--- src/shared/qdi_pkg.sv ---
// Constants, states and carriers of the two-wire converter slave.
// Assumes a single 100 MHz system clock oversampling the bus pins.
`default_nettype none

package qdi_pkg;

  // ----------------------------------------------------------------
  // Register map (byte addresses)
  // ----------------------------------------------------------------
  localparam logic [3:0] QDI_OFS_CTRL = 4'h0;
  localparam logic [3:0] QDI_OFS_STATUS = 4'h4;
  localparam logic [3:0] QDI_OFS_EVENT = 4'h8;
  localparam logic [3:0] QDI_OFS_NVADDR = 4'hc;
  localparam int QDI_CTRL_EN = 0;
  localparam int QDI_CTRL_GC_EN = 1;
  localparam logic [1:0] QDI_CTRL_RESET = 2'h3;
  localparam logic [2:0] QDI_NV_ADDR_RESET = 3'h0;

  // ----------------------------------------------------------------
  // Serial protocol values
  // ----------------------------------------------------------------
  localparam logic [7:0] QDI_GC_ADDR = 8'h00;
  localparam logic [7:0] QDI_GC_RESET = 8'h06;
  localparam logic [7:0] QDI_GC_WAKE = 8'h09;
  localparam logic [7:0] QDI_GC_SWUPD = 8'h08;
  localparam logic [7:0] QDI_GC_RDADDR = 8'h0c;
  localparam logic [4:0] QDI_HS_PREFIX = 5'h01;
  localparam logic [2:0] QDI_CMD_ADDR_WR = 3'h3;
  localparam logic [3:0] QDI_LAST_BIT = 4'h7;
  localparam logic [3:0] QDI_ACK_CNT = 4'h8;
  localparam logic [1:0] QDI_AW_NEW_BYTE = 2'h2;

  typedef enum logic [5:0] {
    QDI_S_IDLE = 6'h01,
    QDI_S_ADDR = 6'h02,
    QDI_S_GC = 6'h04,
    QDI_S_WR = 6'h08,
    QDI_S_TX = 6'h10,
    QDI_S_IGNORE = 6'h20
  } qdi_state_e;

  typedef struct packed {
    logic strobe;
    logic strobe_fall;
    logic scl;
    logic sda;
    logic scl_rise;
    logic scl_fall;
    logic start;
    logic stop;
    logic idle;
  } qdi_bus_s;

  typedef struct packed {
    logic rd_addr;
    logic addr_wr;
    logic swupd;
    logic wake;
    logic reset;
  } qdi_evt_s;

endpackage

`default_nettype wire

--- src/hdl/qdi_slave.sv ---
// Two-wire serial slave front end of a quad voltage-output converter.
// Assumes a 100 MHz clk_i, pins from outside the domain, open-drain SDA
// resolved outside, and converter-side logic on the same clock.
//
// Implementation choices: register access over Wishbone and the register offsets.
`default_nettype none

module qdi_slave
  import qdi_pkg::*;
#(
  // Device type code; arbitrary value
  parameter logic [3:0] DEV_TYPE = 4'ha
)
(
  // System
  input wire logic clk_i,
  input wire logic rst_i,
  // Wishbone slave
  input wire logic wb_cyc_i,
  input wire logic wb_stb_i,
  input wire logic wb_we_i,
  input wire logic [3:0] wb_adr_i,
  input wire logic [3:0] wb_sel_i,
  input wire logic [31:0] wb_dat_i,
  output logic [31:0] wb_dat_o,
  output logic wb_ack_o,
  // Serial pins
  input wire logic scl_i,
  input wire logic sda_i,
  output logic sda_o,
  output logic sda_oe_o,
  input wire logic output_latch_strobe_i,
  // Converter side
  input wire logic [7:0] rd_data_i,
  output logic rd_next_o,
  output logic nv_reload_o,
  output logic update_now_o,
  output logic update_all_o,
  output logic powerdown_clear_o,
  output logic hs_mode_o,
  output logic [2:0] addr_bits_o,
  output logic [2:0] nv_addr_o
);

  // ----------------------------------------------------------------
  // Pin capture and bus conditions
  // ----------------------------------------------------------------
  logic [2:0] pins_s;
  qdi_bus_s bus;

  qdi_sync #(.W(3)) u_sync (
    .clk_i(clk_i),
    .rst_i(rst_i),
    .d_i({output_latch_strobe_i, sda_i, scl_i}),
    .q_o(pins_s)
  );

  qdi_cond u_cond (
    .clk_i(clk_i),
    .rst_i(rst_i),
    .pins_i(pins_s),
    .bus_o(bus)
  );

  // ----------------------------------------------------------------
  // Byte engine
  // ----------------------------------------------------------------
  qdi_state_e state;
  qdi_state_e pend_state;
  qdi_state_e next_state;
  logic [3:0] cnt;
  logic [1:0] byte_no;
  logic [7:0] rx;
  logic [7:0] tx;
  logic [7:0] next_tx;
  logic ack_now;
  logic ra_pending;
  logic ra_sel;
  logic aw_armed;
  logic [1:0] ctrl;
  logic fall_last;
  logic fall_ack;
  logic active;
  logic gc_hit;
  logic aw_commit;
  logic wb_req;
  logic wb_wr;
  qdi_evt_s evt;
  qdi_evt_s evt_set;

  assign active = (state == QDI_S_ADDR) || (state == QDI_S_GC) ||
                  (state == QDI_S_WR) || (state == QDI_S_TX);
  assign fall_last = active && bus.scl_fall && (cnt == QDI_LAST_BIT);
  assign fall_ack = active && bus.scl_fall && (cnt == QDI_ACK_CNT);
  assign gc_hit = fall_ack && (state == QDI_S_GC);
  assign aw_commit = fall_ack && (state == QDI_S_WR) && aw_armed &&
                     (byte_no == QDI_AW_NEW_BYTE) &&
                     (rx[7:5] == QDI_CMD_ADDR_WR);
  // Report byte: stored bits, marker, working bits, marker
  assign next_tx = ra_pending ? {nv_addr_o, 1'b1, addr_bits_o, 1'b0}
                              : rd_data_i;

  // Ack decision for the byte just completed
  always_comb
  begin
    ack_now = 1'b0;
    next_state = QDI_S_IGNORE;
    case (state)
      QDI_S_ADDR:
      begin
        if (rx == QDI_GC_ADDR && ctrl[QDI_CTRL_GC_EN])
        begin
          ack_now = 1'b1;
          next_state = QDI_S_GC;
        end
        else if (ra_pending && rx[7:4] == DEV_TYPE && rx[0] &&
                 !bus.strobe)
        begin
          ack_now = 1'b1;
          next_state = QDI_S_TX;
        end
        else if (rx[7:4] == DEV_TYPE && rx[3:1] == addr_bits_o &&
                 ctrl[QDI_CTRL_EN])
        begin
          ack_now = 1'b1;
          next_state = rx[0] ? QDI_S_TX : QDI_S_WR;
        end
      end
      QDI_S_GC:
      begin
        ack_now = (rx == QDI_GC_RESET) || (rx == QDI_GC_WAKE) ||
                  (rx == QDI_GC_SWUPD) ||
                  (rx == QDI_GC_RDADDR && ra_sel);
      end
      QDI_S_WR:
      begin
        ack_now = 1'b1;
        next_state = QDI_S_WR;
      end
      default:
      begin
        ack_now = 1'b0;
      end
    endcase
  end

  always_ff @(posedge clk_i)
  begin
    if (rst_i)
    begin
      state <= QDI_S_IDLE;
      pend_state <= QDI_S_IDLE;
      cnt <= '0;
      byte_no <= '0;
      rx <= '0;
      tx <= '0;
      sda_o <= 1'b0;
      sda_oe_o <= 1'b0;
      rd_next_o <= 1'b0;
    end
    else
    begin
      rd_next_o <= 1'b0;
      if (bus.stop)
      begin
        state <= QDI_S_IDLE;
        sda_oe_o <= 1'b0;
      end
      else if (bus.start)
      begin
        state <= QDI_S_ADDR;
        // The start's own clock fall wraps this to zero, not a bit
        cnt <= '1;
        byte_no <= '0;
        sda_oe_o <= 1'b0;
      end
      else if (active && bus.scl_rise)
      begin
        if (cnt != QDI_ACK_CNT)
        begin
          rx <= {rx[6:0], bus.sda};
        end
        else if (state == QDI_S_TX && bus.sda)
        begin
          state <= QDI_S_IGNORE;
        end
      end
      else if (fall_last)
      begin
        cnt <= QDI_ACK_CNT;
        if (state == QDI_S_TX)
        begin
          sda_oe_o <= 1'b0;
        end
        else if (ack_now)
        begin
          sda_oe_o <= 1'b1;
          pend_state <= next_state;
        end
        else
        begin
          state <= QDI_S_IGNORE;
          sda_oe_o <= 1'b0;
        end
      end
      else if (fall_ack)
      begin
        cnt <= '0;
        if (byte_no != 2'h3)
        begin
          byte_no <= byte_no + 2'h1;
        end
        if (state == QDI_S_TX || pend_state == QDI_S_TX)
        begin
          state <= QDI_S_TX;
          tx <= next_tx;
          sda_oe_o <= !next_tx[7];
          rd_next_o <= !ra_pending;
        end
        else
        begin
          state <= pend_state;
          sda_oe_o <= 1'b0;
        end
      end
      else if (active && bus.scl_fall)
      begin
        cnt <= cnt + 4'h1;
        if (state == QDI_S_TX)
        begin
          tx <= {tx[6:0], 1'b0};
          sda_oe_o <= !tx[6];
        end
      end
    end
  end

  // ----------------------------------------------------------------
  // Speed mode, read-address selection, address write
  // ----------------------------------------------------------------
  always_ff @(posedge clk_i)
  begin
    if (rst_i)
    begin
      hs_mode_o <= 1'b0;
    end
    else if (bus.stop)
    begin
      hs_mode_o <= 1'b0;
    end
    else if (fall_last && state == QDI_S_ADDR &&
             rx[7:3] == QDI_HS_PREFIX)
    begin
      hs_mode_o <= 1'b1;
    end
  end

  // The strobe must fall in the low phase before the eighth rising edge
  always_ff @(posedge clk_i)
  begin
    if (rst_i || bus.stop)
    begin
      ra_pending <= 1'b0;
      ra_sel <= 1'b0;
    end
    else if (bus.start)
    begin
      ra_sel <= 1'b0;
    end
    else if (state == QDI_S_GC && cnt == QDI_LAST_BIT && !bus.scl &&
             bus.strobe_fall)
    begin
      ra_sel <= 1'b1;
    end
    else if (gc_hit)
    begin
      ra_pending <= (rx == QDI_GC_RDADDR);
    end
    else if (fall_ack && state == QDI_S_TX)
    begin
      ra_pending <= 1'b0;
    end
  end

  always_ff @(posedge clk_i)
  begin
    if (rst_i || bus.start)
    begin
      aw_armed <= 1'b0;
    end
    else if (fall_ack && state == QDI_S_WR && byte_no == 2'h1)
    begin
      aw_armed <= (rx[7:5] == QDI_CMD_ADDR_WR) &&
                  (rx[4:2] == addr_bits_o);
    end
  end

  // Stored bits stand in for the non-volatile cells
  always_ff @(posedge clk_i)
  begin
    if (rst_i)
    begin
      nv_addr_o <= QDI_NV_ADDR_RESET;
      addr_bits_o <= QDI_NV_ADDR_RESET;
    end
    else if (aw_commit)
    begin
      nv_addr_o <= rx[4:2];
      addr_bits_o <= rx[4:2];
    end
    else if (gc_hit && rx == QDI_GC_RESET)
    begin
      addr_bits_o <= nv_addr_o;
    end
    else if (wb_wr && wb_adr_i == QDI_OFS_NVADDR && wb_sel_i[0])
    begin
      nv_addr_o <= wb_dat_i[2:0];
    end
  end

  // ----------------------------------------------------------------
  // General call actions, fired when the ack slot ends
  // ----------------------------------------------------------------
  always_ff @(posedge clk_i)
  begin
    if (rst_i)
    begin
      nv_reload_o <= 1'b0;
      update_now_o <= 1'b0;
      update_all_o <= 1'b0;
      powerdown_clear_o <= 1'b0;
    end
    else
    begin
      nv_reload_o <= gc_hit && rx == QDI_GC_RESET;
      update_now_o <= gc_hit && rx == QDI_GC_RESET;
      update_all_o <= gc_hit && rx == QDI_GC_SWUPD;
      powerdown_clear_o <= gc_hit && rx == QDI_GC_WAKE;
    end
  end

  // ----------------------------------------------------------------
  // Wishbone registers
  // ----------------------------------------------------------------
  assign wb_req = wb_cyc_i && wb_stb_i && !wb_ack_o;
  assign wb_wr = wb_req && wb_we_i;

  always_comb
  begin
    evt_set.reset = gc_hit && rx == QDI_GC_RESET;
    evt_set.wake = gc_hit && rx == QDI_GC_WAKE;
    evt_set.swupd = gc_hit && rx == QDI_GC_SWUPD;
    evt_set.rd_addr = gc_hit && rx == QDI_GC_RDADDR;
    evt_set.addr_wr = aw_commit;
  end

  // A new event beats a clear in the same cycle
  always_ff @(posedge clk_i)
  begin
    if (rst_i)
    begin
      evt <= '0;
    end
    else if (wb_wr && wb_adr_i == QDI_OFS_EVENT && wb_sel_i[0])
    begin
      evt <= (evt & ~qdi_evt_s'(wb_dat_i[4:0])) | evt_set;
    end
    else
    begin
      evt <= evt | evt_set;
    end
  end

  always_ff @(posedge clk_i)
  begin
    if (rst_i)
    begin
      ctrl <= QDI_CTRL_RESET;
    end
    else if (wb_wr && wb_adr_i == QDI_OFS_CTRL && wb_sel_i[0])
    begin
      ctrl <= wb_dat_i[1:0];
    end
  end

  // Unmapped offsets read zero and still answer
  always_ff @(posedge clk_i)
  begin
    if (rst_i)
    begin
      wb_ack_o <= 1'b0;
      wb_dat_o <= '0;
    end
    else
    begin
      wb_ack_o <= wb_req;
      wb_dat_o <= '0;
      if (wb_req && !wb_we_i)
      begin
        case (wb_adr_i)
          QDI_OFS_CTRL: wb_dat_o <= {30'h0, ctrl};
          QDI_OFS_STATUS: wb_dat_o <= {23'h0, bus.idle, active,
                                       hs_mode_o, addr_bits_o,
                                       nv_addr_o};
          QDI_OFS_EVENT: wb_dat_o <= {27'h0, evt};
          QDI_OFS_NVADDR: wb_dat_o <= {29'h0, nv_addr_o};
          default: wb_dat_o <= '0;
        endcase
      end
    end
  end
endmodule

`default_nettype wire

--- src/hdl/qdi_sync.sv ---
// Two-stage synchroniser for asynchronous pin levels.
// Assumes the pins idle high, so both stages reset to ones.
`default_nettype none

module qdi_sync
#(
  parameter int W = 3
)
(
  // System
  input wire logic clk_i,
  input wire logic rst_i,
  // Levels
  input wire logic [W-1:0] d_i,
  output logic [W-1:0] q_o
);

  logic [W-1:0] meta;

  always_ff @(posedge clk_i)
  begin
    if (rst_i)
    begin
      meta <= '1;
      q_o <= '1;
    end
    else
    begin
      meta <= d_i;
      q_o <= meta;
    end
  end

endmodule

`default_nettype wire

--- src/hdl/qdi_cond.sv ---
// Bus condition decoder: clock edges, start, stop and idle.
// Assumes its inputs are already synchronised to clk_i.
`default_nettype none

module qdi_cond
  import qdi_pkg::*;
(
  // System
  input wire logic clk_i,
  input wire logic rst_i,
  // Synchronised pins: {strobe, sda, scl}
  input wire logic [2:0] pins_i,
  // Decoded conditions
  output qdi_bus_s bus_o
);

  logic scl_q;
  logic sda_q;
  logic stb_q;

  always_ff @(posedge clk_i)
  begin
    if (rst_i)
    begin
      scl_q <= 1'b1;
      sda_q <= 1'b1;
      stb_q <= 1'b1;
    end
    else
    begin
      scl_q <= pins_i[0];
      sda_q <= pins_i[1];
      stb_q <= pins_i[2];
    end
  end

  always_comb
  begin
    bus_o.scl = pins_i[0];
    bus_o.sda = pins_i[1];
    bus_o.strobe = pins_i[2];
    bus_o.strobe_fall = stb_q && !pins_i[2];
    bus_o.scl_rise = pins_i[0] && !scl_q;
    bus_o.scl_fall = !pins_i[0] && scl_q;
    bus_o.start = scl_q && pins_i[0] && sda_q && !pins_i[1];
    bus_o.stop = scl_q && pins_i[0] && !sda_q && pins_i[1];
    bus_o.idle = pins_i[0] && pins_i[1];
  end

endmodule

`default_nettype wire

--- config.mk ---
export PLATFORM = sky130hd
export DESIGN_NAME = qdi_slave
export DESIGN_NICKNAME = d
export VERILOG_FILES = /design/src/shared/qdi_pkg.sv /design/src/hdl/qdi_slave.sv /design/src/hdl/qdi_sync.sv /design/src/hdl/qdi_cond.sv
export SDC_FILE = /design/constraint.sdc
export NUM_CORES = 1
export LEC_CHECK = 0
export ABC_AREA = 1
export BUFFER_PORTS_ARGS = -buffer_cell sky130_fd_sc_hd__buf_4
export CAP_MARGIN = 20
export CELL_PAD_IN_SITES_DETAIL_PLACEMENT = 0
export CELL_PAD_IN_SITES_GLOBAL_PLACEMENT = 1
export CORE_MARGIN = 2
export CORE_UTILIZATION = 38
export DETAILED_ROUTE_END_ITERATION = 6
export HOLD_SLACK_MARGIN = 0.06
export PLACE_DENSITY = 0.92
export SKIP_CTS_REPAIR_TIMING = 1
export SLEW_MARGIN = 20
export SYNTH_ARGS = -nofsm -noshare
export SYNTH_HDL_FRONTEND = slang
export SYNTH_HIERARCHICAL = 1
export SYNTH_SLANG_ARGS = --single-unit
--- constraint.sdc ---
create_clock -name clk_i -period 3.2 [get_ports clk_i]
set_input_delay 0.16 -clock clk_i [delete_from_list [all_inputs] [get_ports clk_i]]
set_output_delay 0.16 -clock clk_i [all_outputs]
set_load 0.03 [all_outputs]
==> flow_summary.json <==
{
  "htree_levels": 3,
  "hpwl_um": 7208,
  "combPwrFrac_pct": 7.3,
  "setup.worst_path.end_class": "flip-flop",
  "die_area_um2": 11100,
  "antenna_found_initial": 0,
  "wl_per_cell_um": 12.56,
  "grt_usage_pct": 17.61,
  "max_freq_mhz": 480.5,
  "clk_pin_slew_ns": 0.08,
  "ys_seq_area_share_pct": 37.45,
  "swShare_pct": 24.95,
  "place_ws_ns": 1.134,
  "cpPeakStageDelay_ns": 0.39,
  "switching_power_uw": 458.7,
  "tightest_slew_ns": 0.8669,
  "final_layout_size_suffix_gt1_share_pct": 14.65,
  "path_class": "flip-flop to flip-flop",
  "slew_headroom_pct": 42.14,
  "yosysTopAreaCell": "dfxtp_1",
  "fin_ws_ns": 1.119,
  "period_minus_slack_ns": 2.081,
  "clockBufferDepth": 2,
  "arrival_ns": 2.30,
  "crit_end": "rx[6]",
  "yosys_most_used_dff": "dfxtp_1",
  "fin_crit_sh_pct": 65.03,
  "outcome": "completed",
  "critPathLaunch": "state[3]",
  "p_int_mw": 1.380,
  "synthTopCellsByArea": "dfxtp_1 (37%), nand2_1 (10%), inv_1 (8.7%), nor2_1 (7.4%), buf_4 (5.4%)",
  "yosysTopAreaCellShare_pct": 37.45,
  "io_buffer_count": 48,
  "cts_tree": "done",
  "core_um2": 9864,
  "p_per_area_nw_per_um2": 407.6,
  "grt_pass1_wl_um": 15790,
  "finClkSkew_ns": 0.006724,
  "rr_endpoint": "rx[6]",
  "syn_area_um2": 3902,
  "areaGrowthSynthToFinish_pct": 15.58,
  "rsz0062_at_grt": "no",
  "netlist_instances": 576,
  "grt_pass1_vias": 3416,
  "grt_max_degree": 30,
  "synthArstFlopShare_pct": 0,
  "worstPathRequired_ns": 3.42,
  "die_width_um": 105.3,
  "viasPerCell": 4.754,
  "initial_utilization_pct": 39.56,
  "power_frac_clock_pct": 42.4,
  "synth-edff-count": 0,
  "cts_buffers": 9,
  "avgSynthCellArea_um2": 6.775,
  "vias": 3618,
  "leakagePower_nw": 2.185,
  "dr.pass1.iters": 5,
  "drt_iter0_markers": 139,
  "slew_violations": 0,
  "clock_sinks": 73,
  "root_buffer": "clkbuf_8",
  "rr_worst_depth": 9,
  "cap_violations": 0,
  "fin_setup_tns_ns": 0,
  "crit_path_start_kind": "flip-flop",
  "wirelength_um": 9557,
  "ir_drop_mv": 0.2685,
  "nNetsFinal": 684,
  "ys_seq_elements": 73,
  "crit_path_cell_trace": "nor2_2 -> nand4_1 -> buf_4 -> nand3_4 -> nand2_2 -> inv_1 -> nand3_1 -> o21ai_0 -> a21oi_1",
  "hold_viol": 0,
  "num_antenna_cells": 0,
  "io_pins": 103,
  "synthDistinctLibCells": 41,
  "clock_latency_ns": 0.35,
  "synth_warnings": 6,
  "drc": 0,
  "cp_max_fo": 16,
  "seq_power_share_pct": 50.3,
  "die_y_um": 105.3,
  "setup_violations": 0,
  "crit_slowest_cell": "nand3_1",
  "drtAntennaViolNets": 0,
  "gr-total-overflow": 0,
  "rrSetupSlack_ns": 1.12,
  "place_congestion": 0.8462,
  "hold_path.class": "input port to flip-flop",
  "r2r_start": "state[3]",
  "std_cell_rows": 36
}
==> layout make-up <==
cell class	instances	area (um^2)
clock buffer	12	165.2
clock inverter	4	50.05
fill	1019	5354
inverter	98	370.4
multi-input combinational	389	1899
sequential	73	1461
tap	133	166.4
timing repair buffer	52	397.9
==> per-stage QoR <==
| stage | std cells | utilization (%) | hold WS [ns] | area (um^2) | total power, mW |
|---|---|---|---|---|---|
| floorplan | 599 | - | 0.2385 | 3989 | 1.056 |
| global placement | 742 | 43.24 | 0.3389 | 4265 | 1.074 |
| detailed placement | 742 | 43.24 | 0.3458 | 4265 | 1.076 |
| CTS | 758 | 45.42 | -0.02667 | 4481 | 1.853 |
| global route | 761 | 45.73 | 0.1016 | 4511 | 1.910 |
| finish | 761 | 45.73 | 0.09211 | 4511 | 1.839 |
==> routing by layer <==
metal  track usage (%)  routed length (um)  vias up
met5                 0                   0        -
met1             21.87                4403     1639
met3             3.154                 460        7
met2             30.60                4621       94
met4             5.905                  72        0
li1                  -                   -     1878
==> state kept, by name, summed over array words and instances (netlist names), 4 cells and up <==
register    flops
tx              7
rx              8
wb_dat_o        9
cnt             4
pend_state      5
evt             5
state           6
==> synth_stat cells, types with 2 or more instances <==
cell and n:
nand2_1 106, inv_1 90, nor2_1 77, dfxtp_1 73, nand3_1 36, o21ai_0 35, a21oi_1 33, buf_4 28
nor3_1 11, nand4_1 10, o211ai_1 8, clkbuf_1 6, buf_2 5, ha_1 5, inv_2 5, nand2_2 5
nor2_2 5, xnor2_1 4, nand3_4 3, nor4_1 3, o21ai_1 3, a211oi_1 2, clkinv_1 2, nand3_2 2
nor2_4 2, o31ai_1 2
==> worst max-delay path, delay by kind of cell, from the launching register on <==
family	cells	cell delay (ns)
buffers and inverters	2	0.30
flip-flops	1	0.33
AND/OR/NAND/NOR	5	0.92
AO/OA/AOI/OAI	2	0.41
==> worst min path at each step <==
stage               slack [ns]  cells past startpoint                  start             end
global route              0.10                      3            wb_adr_i[2]     wb_dat_o[2]
finish                    0.09                      3            wb_adr_i[2]     wb_dat_o[2]
CTS                      -0.03                      3  output_latch_strobe_i  u_sync/meta[2]
floorplan                 0.24                      1                  rst_i          cnt[1]
global placement          0.34                      3  output_latch_strobe_i  u_sync/meta[2]
detailed placement        0.35                      3  output_latch_strobe_i  u_sync/meta[2]
==> layout by cell type, fill, tap and decap left out, types with 4 or more instances in the layout <==
master    Yosys  routed
a21oi_1      33      33
buf_4        28      49
clkbuf_8      0      12
conb_1        1      24
dfxtp_1      73      73
ha_1          5       5
inv_1        90      90
inv_2         5       5
nand2_1     106     106
nand2_2       5       5
nand3_1      36      36
nand4_1      10      10
nor2_1       77      77
nor2_2        5       5
nor3_1       11      11
o211ai_1      8       8
o21ai_0      35      35
xnor2_1       4       4
==> power by group through the flow <==
stage	clock (mW)	sequential (mW)	combinational, mW
after floorplan	0	0.945	0.111
after global placement	0	0.945	0.129
after detailed placement	0	0.945	0.131
after CTS	0.798	0.924	0.131
after global routing	0.836	0.925	0.149
final	0.780	0.924	0.134
==> cells by family (layout without fill, tap and decap cells) <==
logic type | after synthesis | after routing | share of synthesized area, %
fa+ha+maj | 5 | 5 | 1.603
compound gates | 90 | 90 | 12.86
xor+xnor | 4 | 4 | 0.8976
simple gates | 265 | 265 | 30.75
flops | 73 | 73 | 37.45
mux | 1 | 1 | 0.2565
buf+inv | 137 | 166 | 16.09
other cells | 1 | 24 | 0.09609
Power figures use the tool's default switching activity.
